[src/eesq_pkg.sv]
// Constants and types for the exception entry sequencer
// Functional notes
// - Enter exceptions in 32-bit mode, no merging
// - Save PC and status into target bank
// - Reset low: stop, assert reset out, idle
// - Release copies PC and status to supervisor
// - Release forces supervisor mode, both masks set
// - First fetch after release from zero
// - Reset disables caches, MMU, alignment, big endian
// - Sample MMU and pin aborts during accesses
// - Prefetch abort tags instruction, raised at execute
// - Single word abort leaves registers unmodified
// - Swap abort leaves state as never executed
// - Block abort: no writeback, base restored
// - Abort link gets PC plus 4 or 8
// - Abort entry forces abort mode, sets I
// - Prefetch abort vector 0x0C, data 0x10
// - Other vectors: undef, swi, irq, fast
// - Fixed priority among simultaneous exceptions
// - Data abort then immediate unmasked fast interrupt
// - Coprocessor other than 15 is undefined
// - Coprocessor load, store, data op undefined
// - Control coprocessor transfers need privileged mode
package eesq_pkg;
    localparam logic [4:0]  MODE_USR26     = 5'h00;
    localparam logic [4:0]  MODE_USR       = 5'h10;
    localparam logic [4:0]  MODE_FAST      = 5'h11;
    localparam logic [4:0]  MODE_IRQ       = 5'h12;
    localparam logic [4:0]  MODE_SVC       = 5'h13;
    localparam logic [4:0]  MODE_ABT       = 5'h17;
    localparam logic [4:0]  MODE_UND       = 5'h1b;
    localparam int          ST_I_BIT       = 7;
    localparam int          ST_F_BIT       = 6;
    localparam int          ST_M32_BIT     = 4;
    localparam logic [31:0] STATUS_RST     = 32'h0000_00d3;
    localparam logic [31:0] VEC_RST        = 32'h0000_0000;
    localparam logic [31:0] VEC_UND        = 32'h0000_0004;
    localparam logic [31:0] VEC_SWI        = 32'h0000_0008;
    localparam logic [31:0] VEC_PABT       = 32'h0000_000c;
    localparam logic [31:0] VEC_DABT       = 32'h0000_0010;
    localparam logic [31:0] VEC_IRQ        = 32'h0000_0018;
    localparam logic [31:0] VEC_FAST       = 32'h0000_001c;
    localparam logic [31:0] LINK_OFS_PABT  = 32'h0000_0004;
    localparam logic [31:0] LINK_OFS_DABT  = 32'h0000_0008;
    localparam logic [31:0] LINK_OFS_OTHER = 32'h0000_0004;
    localparam logic [3:0]  CP_CTRL        = 4'hf;
    localparam int          CTL_W          = 6;
    localparam logic [5:0]  CTL_RST        = 6'h00;
    localparam int          CTL_MMU        = 0;
    localparam int          CTL_ALIGN      = 1;
    localparam int          CTL_DCACHE     = 2;
    localparam int          CTL_WBUF       = 3;
    localparam int          CTL_ICACHE     = 4;
    localparam int          CTL_BIGEND     = 5;
    localparam int          NUM_BANKS      = 5;

    typedef enum logic [2:0] {
        EXC_NONE = 3'h0,
        EXC_DABT = 3'h1,
        EXC_FAST = 3'h2,
        EXC_IRQ  = 3'h3,
        EXC_PABT = 3'h4,
        EXC_UND  = 3'h5,
        EXC_SWI  = 3'h6
    } eesq_exc_t;

    typedef enum logic [2:0] {
        BANK_SVC = 3'h0,
        BANK_ABT = 3'h1,
        BANK_UND = 3'h2,
        BANK_IRQ = 3'h3,
        BANK_FAST = 3'h4
    } eesq_bank_t;

    typedef enum logic [1:0] {
        ST_RESET = 2'h0,
        ST_RUN   = 2'h1,
        ST_CHAIN = 2'h2
    } eesq_state_t;
endpackage : eesq_pkg

[src/eesq_exc_if.sv]
// Carrier between the sequencer core and its priority arbiter
`timescale 1ns/1ps
interface eesq_exc_if;
    import eesq_pkg::*;
    logic        dabt;
    logic        fast;
    logic        irq;
    logic        pabt;
    logic        boundary;
    logic        chain;
    logic        undef;
    logic [31:0] instr;
    logic [4:0]  mode;
    eesq_exc_t   win;
    modport arb (input dabt, fast, irq, pabt, boundary, chain, undef, instr, mode, output win);
    modport core (output dabt, fast, irq, pabt, boundary, chain, undef, instr, mode, input win);
endinterface : eesq_exc_if

[src/eesq_arb.sv]
// Fixed priority arbiter and coprocessor trap decode
`timescale 1ns/1ps
module eesq_arb
    import eesq_pkg::*;
(
    input  wire logic mclk_i,
    input  wire logic reset_n_i,
    eesq_exc_if.arb   exc
);
    function automatic logic cop_undef(input logic [31:0] w, input logic [4:0] m);
        logic xfer;
        logic other;
        logic user;
        xfer  = (w[27:24] == 4'he) && w[4];
        other = ((w[27:24] == 4'he) && !w[4]) || (w[27:25] == 3'h6);
        user  = (m == MODE_USR) || (m == MODE_USR26);
        return other || (xfer && ((w[11:8] != CP_CTRL) || user));
    endfunction : cop_undef

    logic und_req;
    logic swi_req;

    always_comb begin
        und_req = exc.undef || cop_undef(exc.instr, exc.mode);
        swi_req = (exc.instr[27:24] == 4'hf);
    end

    always_comb begin
        exc.win = EXC_NONE;
        if (exc.dabt) begin
            exc.win = EXC_DABT;
        end else if (exc.fast && (exc.boundary || exc.chain)) begin
            exc.win = EXC_FAST;
        end else if (exc.irq && exc.boundary) begin
            exc.win = EXC_IRQ;
        end else if (exc.pabt && exc.boundary) begin
            exc.win = EXC_PABT;
        end else if (exc.boundary && und_req) begin
            exc.win = EXC_UND;
        end else if (exc.boundary && swi_req) begin
            exc.win = EXC_SWI;
        end
    end

    a_dabt_first: assert property (@(posedge mclk_i) disable iff (!reset_n_i)
        exc.dabt |-> exc.win == EXC_DABT)
        else $error("data abort lost priority");
    a_cop_trap: assert property (@(posedge mclk_i) disable iff (!reset_n_i)
        (exc.boundary && !exc.dabt && !exc.fast && !exc.irq && !exc.pabt && exc.instr[27:24] == 4'he
         && exc.instr[11:8] != CP_CTRL) |-> exc.win == EXC_UND)
        else $error("coprocessor access not trapped");
endmodule : eesq_arb

[src/eesq_top.sv]
// Exception entry sequencer: reset, aborts, vectors, banked save
`timescale 1ns/1ps
module eesq_top
    import eesq_pkg::*;
(
    input  wire logic        mclk_i,
    input  wire logic        reset_n_i,
    input  wire logic        ext_abort_i,
    input  wire logic        fast_interrupt_i,
    input  wire logic        irq_i,
    input  wire logic        mmu_abort_i,
    input  wire logic        fetch_access_i,
    input  wire logic        data_access_i,
    input  wire logic        instr_issue_i,
    input  wire logic        flush_i,
    input  wire logic        boundary_i,
    input  wire logic [31:0] instr_i,
    input  wire logic        undef_i,
    input  wire logic [31:0] pc_i,
    input  wire logic        is_block_i,
    input  wire logic        base_in_list_i,
    input  wire logic        status_wr_i,
    input  wire logic [31:0] status_wdata_i,
    input  wire logic        ctl_wr_i,
    input  wire logic [5:0]  ctl_wdata_i,
    input  wire logic [2:0]  bank_sel_i,
    output logic             reset_output_low_o,
    output logic             bus_enable_o,
    output logic             redirect_o,
    output logic [31:0]      redirect_addr_o,
    output logic             squash_o,
    output logic             no_base_wb_o,
    output logic             restore_base_o,
    output logic [31:0]      current_status_word_o,
    output logic [31:0]      bank_link_o,
    output logic [31:0]      bank_status_o,
    output logic             mmu_enable_o,
    output logic             align_enable_o,
    output logic             dcache_enable_o,
    output logic             wbuf_enable_o,
    output logic             icache_enable_o,
    output logic             big_endian_o
);
    eesq_exc_if exc ();

    eesq_state_t state_reg;
    logic [2:0]  meta_reg;
    logic [2:0]  sync_reg;
    logic        ext_abort_s;
    logic        fast_s;
    logic        irq_s;
    logic [31:0] status_reg;
    logic [5:0]  ctl_reg;
    logic        rst_out_reg;
    logic        fetch_tag_reg;
    logic        exec_tag_reg;
    logic        redirect_reg;
    logic [31:0] redirect_addr_reg;
    logic        squash_reg;
    logic        no_wb_reg;
    logic        restore_reg;
    logic [31:0] link_mem [NUM_BANKS];
    logic [31:0] stat_mem [NUM_BANKS];
    logic [31:0] bank_link_reg;
    logic [31:0] bank_stat_reg;
    logic        abort_now;
    logic        release_now;
    logic        entry;
    eesq_bank_t  bank_sel;
    logic [4:0]  mode_next;
    logic [31:0] vec_next;
    logic [31:0] link_next;

    eesq_arb eesq_arb_inst (
        .mclk_i    (mclk_i),
        .reset_n_i (reset_n_i),
        .exc       (exc.arb)
    );

    // Pin inputs pass two flops before use
    always_ff @(posedge mclk_i) begin
        if (!reset_n_i) begin
            meta_reg <= 3'h0;
            sync_reg <= 3'h0;
        end else begin
            meta_reg <= {ext_abort_i, fast_interrupt_i, irq_i};
            sync_reg <= meta_reg;
        end
    end

    assign ext_abort_s = sync_reg[2];
    assign fast_s      = sync_reg[1];
    assign irq_s       = sync_reg[0];
    assign abort_now   = mmu_abort_i || ext_abort_s;
    assign release_now = (state_reg == ST_RESET);
    assign entry       = (state_reg != ST_RESET) && (exc.win != EXC_NONE);

    assign exc.dabt     = (state_reg != ST_RESET) && data_access_i && abort_now;
    assign exc.fast     = fast_s && !status_reg[ST_F_BIT];
    assign exc.irq      = irq_s && !status_reg[ST_I_BIT];
    assign exc.pabt     = exec_tag_reg;
    assign exc.boundary = (state_reg == ST_RUN) && boundary_i;
    assign exc.chain    = (state_reg == ST_CHAIN);
    assign exc.undef    = undef_i;
    assign exc.instr    = instr_i;
    assign exc.mode     = status_reg[4:0];

    always_comb begin
        bank_sel  = BANK_SVC;
        mode_next = MODE_SVC;
        vec_next  = VEC_RST;
        link_next = pc_i + LINK_OFS_OTHER;
        case (exc.win)
            EXC_DABT: begin
                bank_sel  = BANK_ABT;
                mode_next = MODE_ABT;
                vec_next  = VEC_DABT;
                link_next = pc_i + LINK_OFS_DABT;
            end
            EXC_PABT: begin
                bank_sel  = BANK_ABT;
                mode_next = MODE_ABT;
                vec_next  = VEC_PABT;
                link_next = pc_i + LINK_OFS_PABT;
            end
            EXC_FAST: begin
                bank_sel  = BANK_FAST;
                mode_next = MODE_FAST;
                vec_next  = VEC_FAST;
                // Chained entry returns into the abort handler
                link_next = (state_reg == ST_CHAIN) ? redirect_addr_reg + LINK_OFS_OTHER
                                                    : pc_i + LINK_OFS_OTHER;
            end
            EXC_IRQ: begin
                bank_sel  = BANK_IRQ;
                mode_next = MODE_IRQ;
                vec_next  = VEC_IRQ;
            end
            EXC_UND: begin
                bank_sel  = BANK_UND;
                mode_next = MODE_UND;
                vec_next  = VEC_UND;
            end
            EXC_SWI: begin
                bank_sel  = BANK_SVC;
                mode_next = MODE_SVC;
                vec_next  = VEC_SWI;
            end
            default: begin
                bank_sel  = BANK_SVC;
            end
        endcase
    end

    always_ff @(posedge mclk_i) begin
        if (!reset_n_i) begin
            state_reg <= ST_RESET;
        end else begin
            case (state_reg)
                ST_RESET: state_reg <= ST_RUN;
                ST_RUN:   state_reg <= (exc.win == EXC_DABT) ? ST_CHAIN : ST_RUN;
                ST_CHAIN: state_reg <= (exc.win == EXC_DABT) ? ST_CHAIN : ST_RUN;
                default:  state_reg <= ST_RESET;
            endcase
        end
    end

    // Reset out and bus idle follow the reset input
    always_ff @(posedge mclk_i) begin
        if (!reset_n_i) begin
            rst_out_reg <= 1'b0;
        end else begin
            rst_out_reg <= 1'b1;
        end
    end

    always_ff @(posedge mclk_i) begin
        if (!reset_n_i) begin
            status_reg <= STATUS_RST;
        end else if (release_now) begin
            status_reg[4:0]      <= MODE_SVC;
            status_reg[ST_I_BIT] <= 1'b1;
            status_reg[ST_F_BIT] <= 1'b1;
        end else if (entry) begin
            status_reg[4:0]      <= mode_next;
            status_reg[ST_I_BIT] <= 1'b1;
            if (exc.win == EXC_FAST) begin
                status_reg[ST_F_BIT] <= 1'b1;
            end
        end else if (status_wr_i) begin
            status_reg <= status_wdata_i;
        end
    end

    // Banked save; a 26-bit caller gets a plain PC, no flags merged
    always_ff @(posedge mclk_i) begin
        if (reset_n_i && release_now) begin
            link_mem[BANK_SVC] <= pc_i;
            stat_mem[BANK_SVC] <= status_reg;
        end else if (reset_n_i && entry) begin
            link_mem[bank_sel] <= link_next;
            stat_mem[bank_sel] <= status_reg;
        end
    end

    always_ff @(posedge mclk_i) begin
        if (!reset_n_i) begin
            bank_link_reg <= 32'h0000_0000;
            bank_stat_reg <= 32'h0000_0000;
        end else if (bank_sel_i < 3'(NUM_BANKS)) begin
            bank_link_reg <= link_mem[bank_sel_i];
            bank_stat_reg <= stat_mem[bank_sel_i];
        end else begin
            bank_link_reg <= 32'h0000_0000;
            bank_stat_reg <= 32'h0000_0000;
        end
    end

    always_ff @(posedge mclk_i) begin
        if (!reset_n_i) begin
            redirect_reg      <= 1'b0;
            redirect_addr_reg <= VEC_RST;
        end else if (release_now) begin
            redirect_reg      <= 1'b1;
            redirect_addr_reg <= VEC_RST;
        end else if (entry) begin
            redirect_reg      <= 1'b1;
            redirect_addr_reg <= vec_next;
        end else begin
            redirect_reg      <= 1'b0;
        end
    end

    // Data abort cancels register writes of the faulting instruction
    always_ff @(posedge mclk_i) begin
        if (!reset_n_i) begin
            squash_reg  <= 1'b0;
            no_wb_reg   <= 1'b0;
            restore_reg <= 1'b0;
        end else begin
            squash_reg  <= exc.dabt;
            no_wb_reg   <= exc.dabt && is_block_i;
            restore_reg <= exc.dabt && is_block_i && base_in_list_i;
        end
    end

    // Prefetch abort only tags; raised if the instruction executes
    always_ff @(posedge mclk_i) begin
        if (!reset_n_i || flush_i || entry) begin
            fetch_tag_reg <= 1'b0;
            exec_tag_reg  <= 1'b0;
        end else begin
            if (fetch_access_i) begin
                fetch_tag_reg <= abort_now;
            end
            if (instr_issue_i) begin
                exec_tag_reg <= fetch_tag_reg;
            end
        end
    end

    always_ff @(posedge mclk_i) begin
        if (!reset_n_i) begin
            ctl_reg <= CTL_RST;
        end else if (release_now) begin
            ctl_reg <= CTL_RST;
        end else if (ctl_wr_i) begin
            ctl_reg <= ctl_wdata_i;
        end
    end

    assign reset_output_low_o    = rst_out_reg;
    assign bus_enable_o          = rst_out_reg;
    assign redirect_o            = redirect_reg;
    assign redirect_addr_o       = redirect_addr_reg;
    assign squash_o              = squash_reg;
    assign no_base_wb_o          = no_wb_reg;
    assign restore_base_o        = restore_reg;
    assign current_status_word_o = status_reg;
    assign bank_link_o           = bank_link_reg;
    assign bank_status_o         = bank_stat_reg;
    assign mmu_enable_o          = ctl_reg[CTL_MMU];
    assign align_enable_o        = ctl_reg[CTL_ALIGN];
    assign dcache_enable_o       = ctl_reg[CTL_DCACHE];
    assign wbuf_enable_o         = ctl_reg[CTL_WBUF];
    assign icache_enable_o       = ctl_reg[CTL_ICACHE];
    assign big_endian_o          = ctl_reg[CTL_BIGEND];

    a_reset_idle: assert property (@(posedge mclk_i)
        !reset_n_i |=> !reset_output_low_o && !bus_enable_o)
        else $error("reset output not asserted");
    a_release_mode: assert property (@(posedge mclk_i) disable iff (!reset_n_i)
        release_now |=> status_reg[4:0] == MODE_SVC && status_reg[ST_I_BIT] && status_reg[ST_F_BIT])
        else $error("release mode wrong");
    a_release_fetch: assert property (@(posedge mclk_i) disable iff (!reset_n_i)
        release_now |=> redirect_o && redirect_addr_o == VEC_RST)
        else $error("release fetch not from zero");
    a_release_ctl: assert property (@(posedge mclk_i) disable iff (!reset_n_i)
        release_now |=> ctl_reg == CTL_RST)
        else $error("control bits not cleared");
    a_dabt_entry: assert property (@(posedge mclk_i) disable iff (!reset_n_i)
        exc.dabt |=> redirect_addr_o == VEC_DABT && status_reg[4:0] == MODE_ABT && squash_o)
        else $error("data abort entry wrong");
    a_pabt_link: assert property (@(posedge mclk_i) disable iff (!reset_n_i)
        entry && exc.win == EXC_PABT |=> link_mem[BANK_ABT] == $past(pc_i) + LINK_OFS_PABT)
        else $error("prefetch abort link wrong");
    a_fast_chain: assert property (@(posedge mclk_i) disable iff (!reset_n_i)
        exc.chain && exc.fast && !exc.dabt |-> exc.win == EXC_FAST)
        else $error("chained fast interrupt missed");
    a_irq_masked: assert property (@(posedge mclk_i) disable iff (!reset_n_i)
        exc.win == EXC_IRQ |-> !status_reg[ST_I_BIT] && boundary_i)
        else $error("masked interrupt taken");
    a_entry_32bit: assert property (@(posedge mclk_i) disable iff (!reset_n_i)
        entry |=> status_reg[ST_M32_BIT] && redirect_o)
        else $error("entry not in 32-bit mode");
endmodule : eesq_top

[config.mk]
export PLATFORM = sky130hd
export DESIGN_NAME = eesq_top
export DESIGN_NICKNAME = d
export VERILOG_FILES = /design/src/eesq_pkg.sv /design/src/eesq_exc_if.sv /design/src/eesq_arb.sv /design/src/eesq_top.sv
export SDC_FILE = /design/constraint.sdc
export NUM_CORES = 1
export LEC_CHECK = 0
export BUFFER_PORTS_ARGS = -buffer_cell sky130_fd_sc_hd__buf_4
export CORE_MARGIN = 2
export CORE_UTILIZATION = 45
export CTS_CLUSTER_DIAMETER = 150
export CTS_CLUSTER_SIZE = 12
export DETAILED_ROUTE_END_ITERATION = 6
export HOLD_SLACK_MARGIN = 0.15
export PLACE_DENSITY_LB_ADDON = 0.1
export SETUP_SLACK_MARGIN = 0.15
export SYNTH_ARGS = -nofsm -noshare
export SYNTH_HDL_FRONTEND = slang
export SYNTH_HIERARCHICAL = 1
export SYNTH_SLANG_ARGS = --single-unit
[constraint.sdc]
create_clock -name mclk_i -period 15.92 [get_ports mclk_i]
set_clock_uncertainty 0.15 [all_clocks]
set_input_delay 2.388 -clock mclk_i [delete_from_list [all_inputs] [get_ports mclk_i]]
set_output_delay 2.388 -clock mclk_i [all_outputs]
set_load 0.01 [all_outputs]
==> flow_summary.html, run 1 <==
<table>
<tr><th>Metric</th><th>Value</th></tr>
<tr><th colspan="2">Outcome</th></tr>
<tr><td>Run status</td><td>finished clean</td></tr>
<tr><th colspan="2">Synthesis</th></tr>
<tr><td>Synthesized flop and latch total</td><td>440</td></tr>
<tr><td>Post-synthesis instance total</td><td>1110</td></tr>
<tr><td>Average cell area after synthesis</td><td>15.5 sq um</td></tr>
<tr><td>Most used flip-flop cell after synthesis</td><td>edfxtp_1</td></tr>
<tr><td>Yosys synthesis warning count</td><td>6</td></tr>
<tr><td>Number of enable-type register cells in the synthesized netlist</td><td>320</td></tr>
<tr><td>Asr flop ratio synth</td><td>0</td></tr>
<tr><td>Post-synth design cell area</td><td>17200 sq um</td></tr>
<tr><td>Sequential-to-total area share from yosys stat</td><td>0.700</td></tr>
<tr><td>Count of unique library cells instantiated by Yosys</td><td>70</td></tr>
<tr><th colspan="2">Pwr</th></tr>
<tr><td>Switching component of the power</td><td>0.531 mW</td></tr>
<tr><td>Power share of the sequential group</td><td>0.536</td></tr>
<tr><td>Power density over cell area</td><td>118 nW/um^2</td></tr>
<tr><td>Fraction of power consumed by the clock network</td><td>0.383</td></tr>
<tr><td>Internal power consumption</td><td>1.88 mW</td></tr>
<tr><td>Part of the power in combinational logic</td><td>0.082</td></tr>
<tr><td>Static power due to leakage</td><td>7.31 nW</td></tr>
<tr><td>Peak supply drop</td><td>0.0598 mV</td></tr>
<tr><td>Switching share of total power</td><td>0.220</td></tr>
<tr><th colspan="2">GRT</th></tr>
<tr><td>Met2 layer usage reported by global route</td><td>0.312</td></tr>
<tr><td>Largest net degree at the start of global routing</td><td>59</td></tr>
<tr><td>Overall overflow remaining after global route</td><td>0</td></tr>
<tr><td>Met3 layer usage reported by global route</td><td>0.0314</td></tr>
<tr><td>Met1 Resource Use GR</td><td>0.282</td></tr>
<tr><td>Layer with the highest usage</td><td>met2</td></tr>
<tr><td>Initial antenna violation count</td><td>0</td></tr>
<tr><td>Wire length of the first global-routing pass</td><td>58400 microns</td></tr>
<tr><td>Via count of the first global-routing pass</td><td>9833</td></tr>
<tr><td>Gr usage total</td><td>0.196</td></tr>
<tr><th colspan="2">Floorplan</th></tr>
<tr><td>Y dimension of the die</td><td>199 microns</td></tr>
<tr><td>Cell Rows</td><td>71</td></tr>
<tr><td>Overall die width</td><td>199 microns</td></tr>
<tr><td>Area of the core region</td><td>37600 sq um</td></tr>
<tr><td>Die area</td><td>39700 sq um</td></tr>
<tr><td>Initial Util</td><td>0.457</td></tr>
<tr><td>Number of primary I/O pins</td><td>261</td></tr>
<tr><th colspan="2">Cells and area</th></tr>
<tr><td>Commonest non-fill, non-tap cell in the layout</td><td>edfxtp_1</td></tr>
<tr><td>Utilization after layout</td><td>0.543</td></tr>
<tr><td>Largest registers</td><td>link_mem x160, stat_mem x160</td></tr>
<tr><td>Signed area change from the synthesized netlist to the final layout</td><td>18.9%</td></tr>
<tr><td>Final net count</td><td>1451</td></tr>
<tr><td>Share of post-route cells with drive strength above 1</td><td>0.266</td></tr>
<tr><td>Non-filler cells, final</td><td>1865</td></tr>
<tr><td>Antenna diode count</td><td>0</td></tr>
<tr><td>Most frequent cells in the layout</td><td>edfxtp_1 (320), buf_4 (226), dfxtp_1 (120)</td></tr>
<tr><th colspan="2">Flow run</th></tr>
<tr><td>MaxCap Viol Count</td><td>0</td></tr>
<tr><th colspan="2">Route</th></tr>
<tr><td>Number of design-rule violations left by the first detailed-router iteration</td><td>610</td></tr>
<tr><td>DRC Markers</td><td>0</td></tr>
<tr><td>DRT Wirelength</td><td>38200 microns</td></tr>
<tr><td>Detailed-route vias per instance</td><td>5.26</td></tr>
<tr><td>Number of vias in the routed layout</td><td>9812</td></tr>
<tr><td>Initial DRT Pass Iterations</td><td>6</td></tr>
<tr><td>Number of nets with antenna violations after routing</td><td>0</td></tr>
<tr><td>Routed wire length per instance</td><td>20.5 microns</td></tr>
<tr><th colspan="2">STA</th></tr>
<tr><td>FMAX</td><td>0.160 GHz</td></tr>
<tr><td>Final Cycle Share</td><td>0.392</td></tr>
<tr><td>Final setup vio count</td><td>0</td></tr>
<tr><td>Endpoints failing hold</td><td>0</td></tr>
<tr><td>Least setup slack across all paths after layout</td><td>9680 ps</td></tr>
<tr><td>Time the final worst path needs with I/O delays and setup</td><td>6240 ps</td></tr>
<tr><td>Post-route setup TNS</td><td>0 ps</td></tr>
<tr><td>Relative slew margins</td><td>0.297</td></tr>
<tr><td>RSZ-0062 raised after global routing</td><td>false</td></tr>
<tr><td>Worst-Margin Slew</td><td>1050 ps</td></tr>
<tr><td>Final slew viol count</td><td>0</td></tr>
<tr><th colspan="2">Placed design</th></tr>
<tr><td>Count of placed standard cells including taps</td><td>1790</td></tr>
<tr><td>Number of port buffers</td><td>208</td></tr>
<tr><td>GP Congestion</td><td>0.875</td></tr>
<tr><td>Pre-CTS WS</td><td>9180 ps</td></tr>
<tr><td>HPWL after detailed placement</td><td>23100 microns</td></tr>
<tr><th colspan="2">Clock tree</th></tr>
<tr><td>TritonCTS clock tree</td><td>yes</td></tr>
<tr><td>Clock Tree Root</td><td>clkbuf_16</td></tr>
<tr><td>Number of buffers inserted to repair setup after CTS</td><td>0</td></tr>
<tr><td>Cells resized by post-CTS repair</td><td>0</td></tr>
<tr><td>Number of clock sinks seen by CTS</td><td>440</td></tr>
<tr><td>Num CTS Buffers</td><td>42</td></tr>
<tr><td>Clock-pin slew on the worst setup and hold paths</td><td>60 ps</td></tr>
<tr><td>H-tree lvl count</td><td>2</td></tr>
<tr><td>Count of hold-fix buffers inserted at cts</td><td>0</td></tr>
<tr><td>Worst-Skew Late Latency</td><td>540 ps</td></tr>
<tr><td>Buffer levels on the longest clock path</td><td>3</td></tr>
<tr><th colspan="2">Critical path</th></tr>
<tr><td>CP Data Arrival Time</td><td>6300 ps</td></tr>
<tr><td>Required time worst endpoint</td><td>15990 ps</td></tr>
<tr><td>CP Max Fanout</td><td>18</td></tr>
<tr><td>Startpoint type of the worst setup path</td><td>primary input</td></tr>
<tr><td>Worst Setup End Kind</td><td>flip-flop</td></tr>
<tr><td>Startpoint-to-endpoint class of the critical path</td><td>primary input to flip-flop</td></tr>
<tr><th colspan="2">Worst hold path</th></tr>
<tr><td>Worst Hold Class</td><td>flip-flop to flip-flop</td></tr>
</table>
synth_stat cells, drive strengths merged, types with 2 or more instances:
| cell | instances | area, sq um |
|---|---|---|
| a31oi | 15 | 109 |
| and2 | 11 | 68.8 |
| buf | 54 | 348 |
| o21a | 4 | 30.0 |
| mux2 | 2 | 22.5 |
| o21bai | 2 | 15.0 |
| nor4 | 6 | 50.0 |
| o211ai | 2 | 15.0 |
| a211oi | 5 | 37.5 |
| a21oi | 25 | 140 |
| nor2 | 100 | 378 |
| mux4 | 64 | 1440 |
| a21boi | 25 | 188 |
| nor2b | 9 | 56.3 |
| nand4 | 14 | 87.6 |
| o41ai | 4 | 35.0 |
| inv | 9 | 33.8 |
| nand3b | 2 | 15.0 |
| edfxtp | 320 | 9610 |
| nor3 | 10 | 60.1 |
| xnor2 | 2 | 17.5 |
| o31ai | 7 | 52.6 |
| or3 | 3 | 18.8 |
| o21ai | 31 | 159 |
| dfxtp | 120 | 2400 |
| or3b | 2 | 22.5 |
| and3 | 8 | 50.1 |
| nand3 | 21 | 105 |
| a41oi | 2 | 17.5 |
| clkbuf | 31 | 118 |
| ha | 7 | 87.6 |
| a2111oi | 3 | 45.1 |
| nand2b | 5 | 31.3 |
| nand2 | 85 | 319 |
| mux2i | 77 | 783 |
| nor3b | 5 | 47.5 |
path summary, 6_finish.rpt:
check / start / endpoint / slack [ps] / cells past startpoint
worst min register to register: meta_reg[1] / sync_reg[1] / 280 / 1
worst max-delay path: boundary_i / link_mem[0][23] / 9680 / 10
worst max register to register: state_reg[0] / link_mem[0][23] / 10920 / 9
worst min-delay path: meta_reg[1] / sync_reg[1] / 280 / 1
per-stage QoR:
stage	hold WS (ps)	cell area, sq um	total power [mW]
floorplan	262	17300	1.43
global route	290	20400	2.50
finish	282	20400	2.41
detailed placement	269	19200	1.51
CTS	284	20400	2.44
global placement	266	19200	1.51
critical path, stage by stage:
cell and delay [ps]:
buf_4 110, and2_1 190, o21a_1 210, nor4_1 260, a221o_1 610, or3_1 370
nand2_1 490, nor2_1 780, nand2_1 110, o41ai_1 760
metal layers:
metal | vias up | share of wire
met5 | - | 0
met2 | 266 | 0.48
met3 | 62 | 0.047
met1 | 4879 | 0.46
li1 | 4605 | -
met4 | 0 | 0.022
power groups by stage:
stage	clock network, mW	logic (mW)	registers (mW)
after floorplan	0	0.113	1.32
after global placement	0	0.198	1.31
after detailed placement	0	0.199	1.32
after CTS	0.950	0.200	1.29
after global routing	0.993	0.215	1.29
final	0.921	0.196	1.29
kinds of logic (layout without fill, tap and decap cells):
| family | count (synthesis) | in the layout | synth area share |
|---|---|---|---|
| adder cells (fa/ha/maj) | 7 | 7 | 0.00510 |
| buffers and inverters | 94 | 310 | 0.0291 |
| flip-flops | 440 | 440 | 0.700 |
| other | 1 | 29 | 0.000218 |
| AND/OR/NAND/NOR | 287 | 287 | 0.0794 |
| AO/OA/AOI/OAI | 135 | 135 | 0.0543 |
| multiplexers | 143 | 143 | 0.131 |
| XOR/XNOR | 3 | 3 | 0.00153 |
layout make-up:
type	count	area, sq um
Clock inverter	2	38.8
Inverter	9	33.8
Timing Repair Buffer	226	1700
Fill cell	3072	17200
Tap cell	511	639
Clock buffer	73	1190
Multi-Input combinational cell	604	4810
Sequential cell	440	12000
No activity file was read; power rests on OpenSTA's default activity.
==> run 2: changes to the inputs <==
==> constraint.sdc (replaced) <==
create_clock -name mclk_i -period 5.7 [get_ports mclk_i]
set_clock_uncertainty 0.15 [all_clocks]
set_input_delay 0.855 -clock mclk_i [delete_from_list [all_inputs] [get_ports mclk_i]]
set_output_delay 0.855 -clock mclk_i [all_outputs]
set_load 0.01 [all_outputs]
==> run 2 against run 1 <==
- flip-flop and latch count stayed put
- clock power grew to 2.8 times the previous value
- sequential power grew to 2.8 times the previous value
- die area unchanged
- non-clock buffer count up 8
- cell area is 0.64% higher
- critical path depth is 1 lower
- cell count up 0.48%
- utilization grew 0.35 points
- register-to-register slack got worse by 9700 ps
==> flow_summary.html, run 2 (synthesis gave the netlist of run 1 again) <==
<table>
<tr><th>Metric</th><th>Value</th></tr>
<tr><th colspan="2">Outcome</th></tr>
<tr><td>Run status</td><td>finished clean</td></tr>
<tr><th colspan="2">GRT</th></tr>
<tr><td>Via count of the first global-routing pass</td><td>10000 (+2.1%)</td></tr>
<tr><td>Gr usage total</td><td>0.202 (+0.00593)</td></tr>
<tr><td>Wire length of the first global-routing pass</td><td>60000 microns (+2.9%)</td></tr>
<tr><td>Initial antenna violation count</td><td>0 (unchanged)</td></tr>
<tr><td>Overall overflow remaining after global route</td><td>0 (unchanged)</td></tr>
<tr><td>Largest net degree at the start of global routing</td><td>52 (-12%)</td></tr>
<tr><th colspan="2">Worst hold path</th></tr>
<tr><td>Worst Hold Class</td><td>flip-flop to flip-flop</td></tr>
<tr><td>Hold Path Sink</td><td>sync_reg[2]</td></tr>
<tr><td>Worst Hold Launch</td><td>meta_reg[2]</td></tr>
<tr><td>Hold Crit Depth</td><td>1 (unchanged)</td></tr>
<tr><th colspan="2">Clock tree</th></tr>
<tr><td>Number of buffers inserted to repair setup after CTS</td><td>0 (unchanged)</td></tr>
<tr><td>Num CTS Buffers</td><td>42 (unchanged)</td></tr>
<tr><td>Count of hold-fix buffers inserted at cts</td><td>0 (unchanged)</td></tr>
<tr><td>Clock Tree Root</td><td>clkbuf_16</td></tr>
<tr><td>Number of clock sinks seen by CTS</td><td>440 (unchanged)</td></tr>
<tr><td>Clock-pin slew on the worst setup and hold paths</td><td>60 ps (about the same)</td></tr>
<tr><td>Worst-Skew Late Latency</td><td>550 ps (about the same)</td></tr>
<tr><td>H-tree lvl count</td><td>2 (unchanged)</td></tr>
<tr><td>TritonCTS clock tree</td><td>yes</td></tr>
<tr><td>Cells resized by post-CTS repair</td><td>0 (unchanged)</td></tr>
<tr><td>Buffer levels on the longest clock path</td><td>3 (unchanged)</td></tr>
<tr><th colspan="2">Critical path</th></tr>
<tr><td>Cell depth of the worst setup path</td><td>9 (-1)</td></tr>
<tr><td>Worst path cell trace</td><td>inv_1, ha_1, nor3b_1, a221o_1, or3b_4, or2_1, a21oi_4, nand3_1, o31ai_1</td></tr>
<tr><td>Slack of the worst reg-to-reg path</td><td>1190 ps (-9730 ps)</td></tr>
<tr><td>FF-to-FF path depth</td><td>9 (unchanged)</td></tr>
<tr><td>Total buffers and inverters traversed by the critical path</td><td>1 (unchanged)</td></tr>
<tr><td>Worst Setup End Kind</td><td>flip-flop</td></tr>
<tr><td>R2r endpoint</td><td>link_mem[0][20]</td></tr>
<tr><td>Startpoint of the worst-slack reg-to-reg timing path</td><td>state_reg[0]</td></tr>
<tr><td>CP Max Fanout</td><td>18 (unchanged)</td></tr>
<tr><td>Startpoint type of the worst setup path</td><td>flip-flop</td></tr>
<tr><td>Category of cells accounting for the largest share of critical-path delay</td><td>simple AND/OR/NAND/NOR gates</td></tr>
<tr><td>Slowest stage cell on the critical path</td><td>o31ai_1</td></tr>
<tr><td>Required time worst endpoint</td><td>5800 ps (-10190 ps)</td></tr>
<tr><td>Startpoint-to-endpoint class of the critical path</td><td>flip-flop to flip-flop</td></tr>
<tr><td>CP Data Arrival Time</td><td>4610 ps (-1690 ps)</td></tr>
<tr><td>Highest cell delay on the worst timing path</td><td>630 ps (-150 ps)</td></tr>
<tr><th colspan="2">Floorplan</th></tr>
<tr><td>Die area</td><td>39700 sq um (unchanged)</td></tr>
<tr><td>Y dimension of the die</td><td>199 microns (unchanged)</td></tr>
<tr><td>Initial Util</td><td>0.457 (unchanged)</td></tr>
<tr><td>Overall die width</td><td>199 microns (unchanged)</td></tr>
<tr><td>Number of primary I/O pins</td><td>261 (unchanged)</td></tr>
<tr><td>Cell Rows</td><td>71 (unchanged)</td></tr>
<tr><td>Area of the core region</td><td>37600 sq um (unchanged)</td></tr>
<tr><th colspan="2">Placed design</th></tr>
<tr><td>GP Congestion</td><td>0.898 (+2.6%)</td></tr>
<tr><td>HPWL after detailed placement</td><td>24100 microns (+4.3%)</td></tr>
<tr><td>Standard cell area after detailed placement</td><td>19300 sq um (+0.61%)</td></tr>
<tr><td>Number of port buffers</td><td>208 (unchanged)</td></tr>
<tr><th colspan="2">Cells and area</th></tr>
<tr><td>Final net count</td><td>1459 (+0.55%)</td></tr>
<tr><td>Share of post-route cells with drive strength above 1</td><td>0.271 (+0.00485)</td></tr>
<tr><td>Most frequent cells in the layout</td><td>edfxtp_1 (320), buf_4 (231), dfxtp_1 (120)</td></tr>
<tr><td>Antenna diode count</td><td>0 (unchanged)</td></tr>
<tr><td>Utilization after layout</td><td>0.547 (+0.00350)</td></tr>
<tr><td>Commonest non-fill, non-tap cell in the layout</td><td>edfxtp_1</td></tr>
<tr><td>Final Cell Area</td><td>20500 sq um (+0.64%)</td></tr>
<tr><td>Largest registers</td><td>link_mem x160, stat_mem x160</td></tr>
<tr><td>Signed area change from the synthesized netlist to the final layout</td><td>19.7%</td></tr>
<tr><th colspan="2">Route</th></tr>
<tr><td>Detailed-route vias per instance</td><td>5.35 (+1.6%)</td></tr>
<tr><td>DRT Wirelength</td><td>39500 microns (+3.3%)</td></tr>
<tr><td>DRC Markers</td><td>0 (unchanged)</td></tr>
<tr><td>Routed wire length per instance</td><td>21.1 microns (+2.8%)</td></tr>
<tr><td>Number of design-rule violations left by the first detailed-router iteration</td><td>580 (-4.9%)</td></tr>
<tr><td>Number of vias in the routed layout</td><td>10000 (+2.1%)</td></tr>
<tr><td>Initial DRT Pass Iterations</td><td>5 (-1)</td></tr>
<tr><td>Number of nets with antenna violations after routing</td><td>0 (unchanged)</td></tr>
<tr><th colspan="2">Pwr</th></tr>
<tr><td>Static power due to leakage</td><td>7.38 nW (+0.87%)</td></tr>
<tr><td>Peak supply drop</td><td>0.202 mV (+240%)</td></tr>
<tr><td>Total Power Consumption</td><td>6.76 mW (+180%)</td></tr>
<tr><td>Power density over cell area</td><td>329 nW/um^2 (+180%)</td></tr>
<tr><th colspan="2">STA</th></tr>
<tr><td>Hold Worst Slack</td><td>282 ps (+0.0850 ps)</td></tr>
<tr><td>Final slew viol count</td><td>0 (unchanged)</td></tr>
<tr><td>Final setup vio count</td><td>0 (unchanged)</td></tr>
<tr><td>Final Cycle Share</td><td>0.791</td></tr>
<tr><td>Time the final worst path needs with I/O delays and setup</td><td>4510 ps</td></tr>
<tr><td>Endpoints failing hold</td><td>0 (unchanged)</td></tr>
<tr><td>Relative slew margins</td><td>0.254 (-0.0426)</td></tr>
<tr><td>Post-route setup TNS</td><td>0 ps (unchanged)</td></tr>
<tr><td>RSZ-0062 raised after global routing</td><td>false</td></tr>
<tr><td>Worst-Margin Slew</td><td>1120 ps (+63.7 ps)</td></tr>
<tr><td>FMAX</td><td>0.222 GHz</td></tr>
<tr><th colspan="2">Flow run</th></tr>
<tr><td>MaxCap Viol Count</td><td>0 (unchanged)</td></tr>
</table>
## run 2: worst max path at each step
stage / startpoint / end / slack [ps]
6_report: state_reg[0] / link_mem[0][20] / 1190
5_1_grt: state_reg[0] / link_mem[2][26] / 890
4_1_cts: state_reg[0] / link_mem[0][20] / 1250
3_5_place_dp: boundary_i / link_mem[0][20] / 1040
3_3_place_gp: boundary_i / link_mem[4][26] / 1150
2_1_floorplan: boundary_i / link_mem[4][0] / 270
## run 2: cell type report
cell class,count,area [sq um]
Multi-Input combinational cell,604,4830
Fill cell,3053,17000
Clock inverter,2,28.8
Timing Repair Buffer,234,1790
Sequential cell,440,12000
Tap cell,511,639
Inverter,9,33.8
Clock buffer,74,1210
## run 2: worst reg2reg max path: cells and delay by family, from the launching register on
| family | cells | cell delay (ps) |
|---|---|---|
| AO/OA/AOI/OAI | 3 | 1560 |
| AND/OR/NAND/NOR | 4 | 1720 |
| flip-flops | 1 | 360 |
| adder cells (fa/ha/maj) | 1 | 340 |
| buffers and inverters | 1 | 70 |
## run 2: routing by layer
layer  wire length [microns]  track usage
met1                   17400        0.281
met2                   19500        0.334
met3                    1860       0.0321
met4                     711       0.0516
met5                       0            0
## run 2: power by group
| group | switching (mW) | internal [mW] |
|---|---|---|
| Clock | 1.14 | 1.45 |
| Sequential | 0.0510 | 3.55 |
| Combinational | 0.323 | 0.243 |
## run 2: stage by stage
step / setup slack, ps / std cells
global placement: 1150 / 1798
global route: 888 / 1874
finish: 1190 / 1874
floorplan: 268 / 1138
CTS: 1250 / 1874
detailed placement: 1040 / 1798
==> run 3: changes to the inputs <==
--- a/config.mk
+++ b/config.mk
@@ -5,6 +5,7 @@
 export SDC_FILE = /design/constraint.sdc
 export NUM_CORES = 1
 export LEC_CHECK = 0
+export ABC_AREA = 1
 export BUFFER_PORTS_ARGS = -buffer_cell sky130_fd_sc_hd__buf_4
 export CORE_MARGIN = 2
 export CORE_UTILIZATION = 45
==> constraint.sdc (replaced) <==
create_clock -name mclk_i -period 4.3 [get_ports mclk_i]
set_clock_uncertainty 0.15 [all_clocks]
set_input_delay 0.645 -clock mclk_i [delete_from_list [all_inputs] [get_ports mclk_i]]
set_output_delay 0.645 -clock mclk_i [all_outputs]
set_load 0.01 [all_outputs]
==> run 3 against run 2 <==
- global-route usage rose by 0.20 points
- flip-flop and latch count did not move
- clock power rose by 32%
- non-clock buffer count fell by 3
- sequential power rose by 34%
- register-to-register slack got worse by 410 ps
==> flow_summary.html, run 3 <==
<table>
<tr><th>Metric</th><th>Value</th></tr>
<tr><th colspan="2">Outcome</th></tr>
<tr><td>Run status</td><td>finished clean</td></tr>
<tr><th colspan="2">Critical path</th></tr>
<tr><td>Slack of the worst reg-to-reg path</td><td>780 ps (-410 ps)</td></tr>
<tr><td>CP Max Fanout</td><td>64 (+46)</td></tr>
<tr><td>Startpoint of the worst-slack reg-to-reg timing path</td><td>state_reg[0]</td></tr>
<tr><td>Startpoint type of the worst setup path</td><td>flip-flop</td></tr>
<tr><td>Worst Setup End Kind</td><td>flip-flop</td></tr>
<tr><td>Required time worst endpoint</td><td>4320 ps (-1480 ps)</td></tr>
<tr><td>Slowest stage cell on the critical path</td><td>a21oi_2</td></tr>
<tr><td>Most Frequent Cell on Critical Path</td><td>nor2_1</td></tr>
<tr><td>Worst path cell trace</td><td>inv_1, ha_1, nor2_1, nor2_1, a21oi_2, nor2_2, nand2_1, nand2_2, inv_2, o21ai_0, nor2_4, buf_12</td></tr>
<tr><td>Startpoint-to-endpoint class of the critical path</td><td>flip-flop to flip-flop</td></tr>
<tr><td>CP Data Arrival Time</td><td>3540 ps (-1070 ps)</td></tr>
<tr><td>Critical path origin</td><td>state_reg[0]</td></tr>
<tr><td>Highest cell delay on the worst timing path</td><td>430 ps (-200 ps)</td></tr>
<tr><th colspan="2">STA</th></tr>
<tr><td>Final setup vio count</td><td>0 (unchanged)</td></tr>
<tr><td>Time the final worst path needs with I/O delays and setup</td><td>3520 ps (-987 ps)</td></tr>
<tr><td>Post-route setup TNS</td><td>0 ps (unchanged)</td></tr>
<tr><td>Relative slew margins</td><td>0.329 (+0.0749)</td></tr>
<tr><td>Final Cycle Share</td><td>0.819 (+0.0279)</td></tr>
<tr><td>FMAX</td><td>0.284 GHz (+28%)</td></tr>
<tr><td>RSZ-0062 raised after global routing</td><td>false</td></tr>
<tr><td>Final slew viol count</td><td>0 (unchanged)</td></tr>
<tr><td>Worst-Margin Slew</td><td>1010 ps (-110 ps)</td></tr>
<tr><td>Endpoints failing hold</td><td>0 (unchanged)</td></tr>
<tr><th colspan="2">Cells and area</th></tr>
<tr><td>Share of post-route cells with drive strength above 1</td><td>0.164 (-0.107)</td></tr>
<tr><td>Most frequent cells in the layout</td><td>edfxtp_1 (320), nor2_1 (263), inv_1 (223)</td></tr>
<tr><td>Commonest non-fill, non-tap cell in the layout</td><td>edfxtp_1</td></tr>
<tr><td>Signed area change from the synthesized netlist to the final layout</td><td>17.9%</td></tr>
<tr><td>Final net count</td><td>2058 (+41%)</td></tr>
<tr><td>Largest registers</td><td>link_mem x160, stat_mem x160</td></tr>
<tr><th colspan="2">Route</th></tr>
<tr><td>DRC Markers</td><td>0 (unchanged)</td></tr>
<tr><td>Number of vias in the routed layout</td><td>12800 (+27%)</td></tr>
<tr><td>Number of nets with antenna violations after routing</td><td>0 (unchanged)</td></tr>
<tr><td>DRT Wirelength</td><td>43000 microns (+8.9%)</td></tr>
<tr><td>Detailed-route vias per instance</td><td>5.13 (-4.0%)</td></tr>
<tr><td>Initial DRT Pass Iterations</td><td>5 (unchanged)</td></tr>
<tr><td>Number of design-rule violations left by the first detailed-router iteration</td><td>897 (+55%)</td></tr>
<tr><td>Routed wire length per instance</td><td>17.3 microns (-18%)</td></tr>
<tr><th colspan="2">Floorplan</th></tr>
<tr><td>Die area</td><td>42100 sq um (+5.9%)</td></tr>
<tr><td>Overall die width</td><td>205 microns (+2.9%)</td></tr>
<tr><td>Cell Rows</td><td>73 (+2.8%)</td></tr>
<tr><td>Number of primary I/O pins</td><td>261 (unchanged)</td></tr>
<tr><td>Initial Util</td><td>0.457 (about the same)</td></tr>
<tr><td>Y dimension of the die</td><td>205 microns (+2.9%)</td></tr>
<tr><td>Area of the core region</td><td>39800 sq um (+6.0%)</td></tr>
<tr><th colspan="2">Clock tree</th></tr>
<tr><td>Cells resized by post-CTS repair</td><td>0 (unchanged)</td></tr>
<tr><td>Number of buffers inserted to repair setup after CTS</td><td>0 (unchanged)</td></tr>
<tr><td>Number of clock sinks seen by CTS</td><td>440 (unchanged)</td></tr>
<tr><td>Num CTS Buffers</td><td>42 (unchanged)</td></tr>
<tr><td>TritonCTS clock tree</td><td>yes</td></tr>
<tr><td>H-tree lvl count</td><td>2 (unchanged)</td></tr>
<tr><td>Clock-pin slew on the worst setup and hold paths</td><td>60 ps (about the same)</td></tr>
<tr><td>Worst-Skew Late Latency</td><td>550 ps (about the same)</td></tr>
<tr><td>Clock Tree Root</td><td>clkbuf_16</td></tr>
<tr><td>Buffer levels on the longest clock path</td><td>3 (unchanged)</td></tr>
<tr><th colspan="2">Placed design</th></tr>
<tr><td>GP Congestion</td><td>0.900 (+0.25%)</td></tr>
<tr><td>HPWL after detailed placement</td><td>25500 microns (+6.1%)</td></tr>
<tr><td>Number of port buffers</td><td>208 (unchanged)</td></tr>
<tr><th colspan="2">Synthesis</th></tr>
<tr><td>Asr flop ratio synth</td><td>0 (unchanged)</td></tr>
<tr><td>Post-synthesis cell type with the largest combined area</td><td>edfxtp_1</td></tr>
<tr><td>Dominant cells by area after synthesis</td><td>edfxtp_1 (53%), dfxtp_1 (13%), nor2_1 (5.5%)</td></tr>
<tr><td>Most used flip-flop cell after synthesis</td><td>edfxtp_1</td></tr>
<tr><td>Count of unique library cells instantiated by Yosys</td><td>52 (-26%)</td></tr>
<tr><td>Cell with the most instances after synthesis</td><td>edfxtp_1</td></tr>
<tr><td>Sequential-to-total area share from yosys stat</td><td>0.660 (-0.0400)</td></tr>
<tr><td>Post-synthesis instance total</td><td>1738 (+57%)</td></tr>
<tr><td>Synthesized flop and latch total</td><td>440 (unchanged)</td></tr>
<tr><td>Yosys synthesis warning count</td><td>6 (unchanged)</td></tr>
<tr><td>Fraction of synthesized cell area taken by the top area cell type</td><td>0.528 (-0.0320)</td></tr>
<tr><td>Number of enable-type register cells in the synthesized netlist</td><td>320 (unchanged)</td></tr>
<tr><td>Average cell area after synthesis</td><td>10.5 sq um (-32%)</td></tr>
<tr><td>Post-synth design cell area</td><td>18200 sq um (+6.1%)</td></tr>
<tr><td>Synth top cells by count</td><td>edfxtp_1 (320), nor2_1 (267), inv_1 (225), nand2_1 (190), o21ai_0 (164)</td></tr>
<tr><th colspan="2">GRT</th></tr>
<tr><td>Wire length of the first global-routing pass</td><td>66400 microns (+11%)</td></tr>
<tr><td>Largest net degree at the start of global routing</td><td>94 (+81%)</td></tr>
<tr><td>Gr usage total</td><td>0.204 (+0.00197)</td></tr>
<tr><td>Overall overflow remaining after global route</td><td>0 (unchanged)</td></tr>
<tr><td>Via count of the first global-routing pass</td><td>12100 (+21%)</td></tr>
<tr><td>Initial antenna violation count</td><td>1 (+1)</td></tr>
<tr><th colspan="2">Worst hold path</th></tr>
<tr><td>Worst Hold Class</td><td>primary input to flip-flop</td></tr>
<tr><td>Worst Hold Launch</td><td>is_block_i</td></tr>
<tr><th colspan="2">Pwr</th></tr>
<tr><td>Total Power Consumption</td><td>9.09 mW (+35%)</td></tr>
<tr><td>Peak supply drop</td><td>0.261 mV (+29%)</td></tr>
<tr><td>Power density over cell area</td><td>423 nW/um^2 (+29%)</td></tr>
<tr><td>Static power due to leakage</td><td>8.67 nW (+17%)</td></tr>
<tr><th colspan="2">Flow run</th></tr>
<tr><td>MaxCap Viol Count</td><td>0 (unchanged)</td></tr>
</table>
[run 3: cell count changes after synthesis, moves of 13 or more]
cell      change
nand2_1     +105
a31oi_1      -13
clkbuf_1     +22
o21ai_0     +149
inv_1       +216
nor2_1      +168
mux2i_1      -75
nand3_1      +25
a21oi_1      +93
mux4_2       -64
o32ai_1      +64
a21boi_1     -20
[run 3: stage by stage]
step | hold slack (ps) | setup slack [ps] | instances | instance area [sq um] | util
after floorplan | 240 | 272 | 1766 | 18300 | -
after global placement | 243 | 745 | 2404 | 20200 | 0.507
after detailed placement | 251 | 659 | 2404 | 20200 | 0.507
after CTS | 159 | 795 | 2487 | 21500 | 0.539
after global routing | 179 | 502 | 2488 | 21500 | 0.539
final | 183 | 780 | 2488 | 21500 | 0.539
[run 3: critical path: cells and delay by family, from the launching register on]
kind                       cells  cell delay [ps]
AOI/OAI and AO/OA              2              680
adders and majority gates      1              290
buffers and inverters          3              680
DFF                            1              360
and+or+nand+nor                6              940
[run 3: where the power goes]
part / internal, mW / switching, mW
clock: 1.91 / 1.50
combinational: 0.302 / 0.539
sequential: 4.75 / 0.0932
total: 6.96 / 2.13
[run 3: cell type report]
type	count	area [sq um]
fill	3537	18300
sequential	440	12000
multi-input combinational	981	4870
timing repair buffer	231	1830
clock buffer	75	1220
inverter	234	887
tap	525	657
clock inverter	1	8.76
antenna	1	2.50
[run 3: per-layer routing]
| layer | vias to the layer above | share of wire | global-route usage |
|---|---|---|---|
| met3 | 59 | 0.059 | 0.0323 |
| met2 | 348 | 0.46 | 0.333 |
| li1 | 6253 | - | - |
| met5 | - | 0 | 0 |
| met4 | 0 | 0.021 | 0.0576 |
| met1 | 6106 | 0.46 | 0.283 |
[run 3: path summary, 6_finish.rpt]
| kind | end | depth (start not counted) |
|---|---|---|
| max reg2reg | stat_mem[1][30] | 12 |
| min reg2reg | sync_reg[0] | 2 |
| min | no_base_wb_o | 3 |
| max | stat_mem[1][30] | 12 |
[run 3: timing repair]
action | in CTS | in global routing
hold endpoints to repair | 7 | 0
hold buffers | 7 | 0
setup endpoints to repair | 0 | 0
[run 3: cell families (layout without fill, tap and decap cells)]
| kind of cell | after synthesis | in the layout | share of synthesized area |
|---|---|---|---|
| and+or+nand+nor | 549 | 549 | 0.126 |
| xor gates and xnor gates | 1 | 1 | 0.000481 |
| AOI/OAI and AO/OA | 394 | 394 | 0.128 |
| muxes | 1 | 1 | 0.000550 |
| DFF | 440 | 440 | 0.660 |
| other | 1 | 30 | 0.000206 |
| adders and majority gates | 7 | 7 | 0.00481 |
| buffers and inverters | 345 | 541 | 0.0808 |
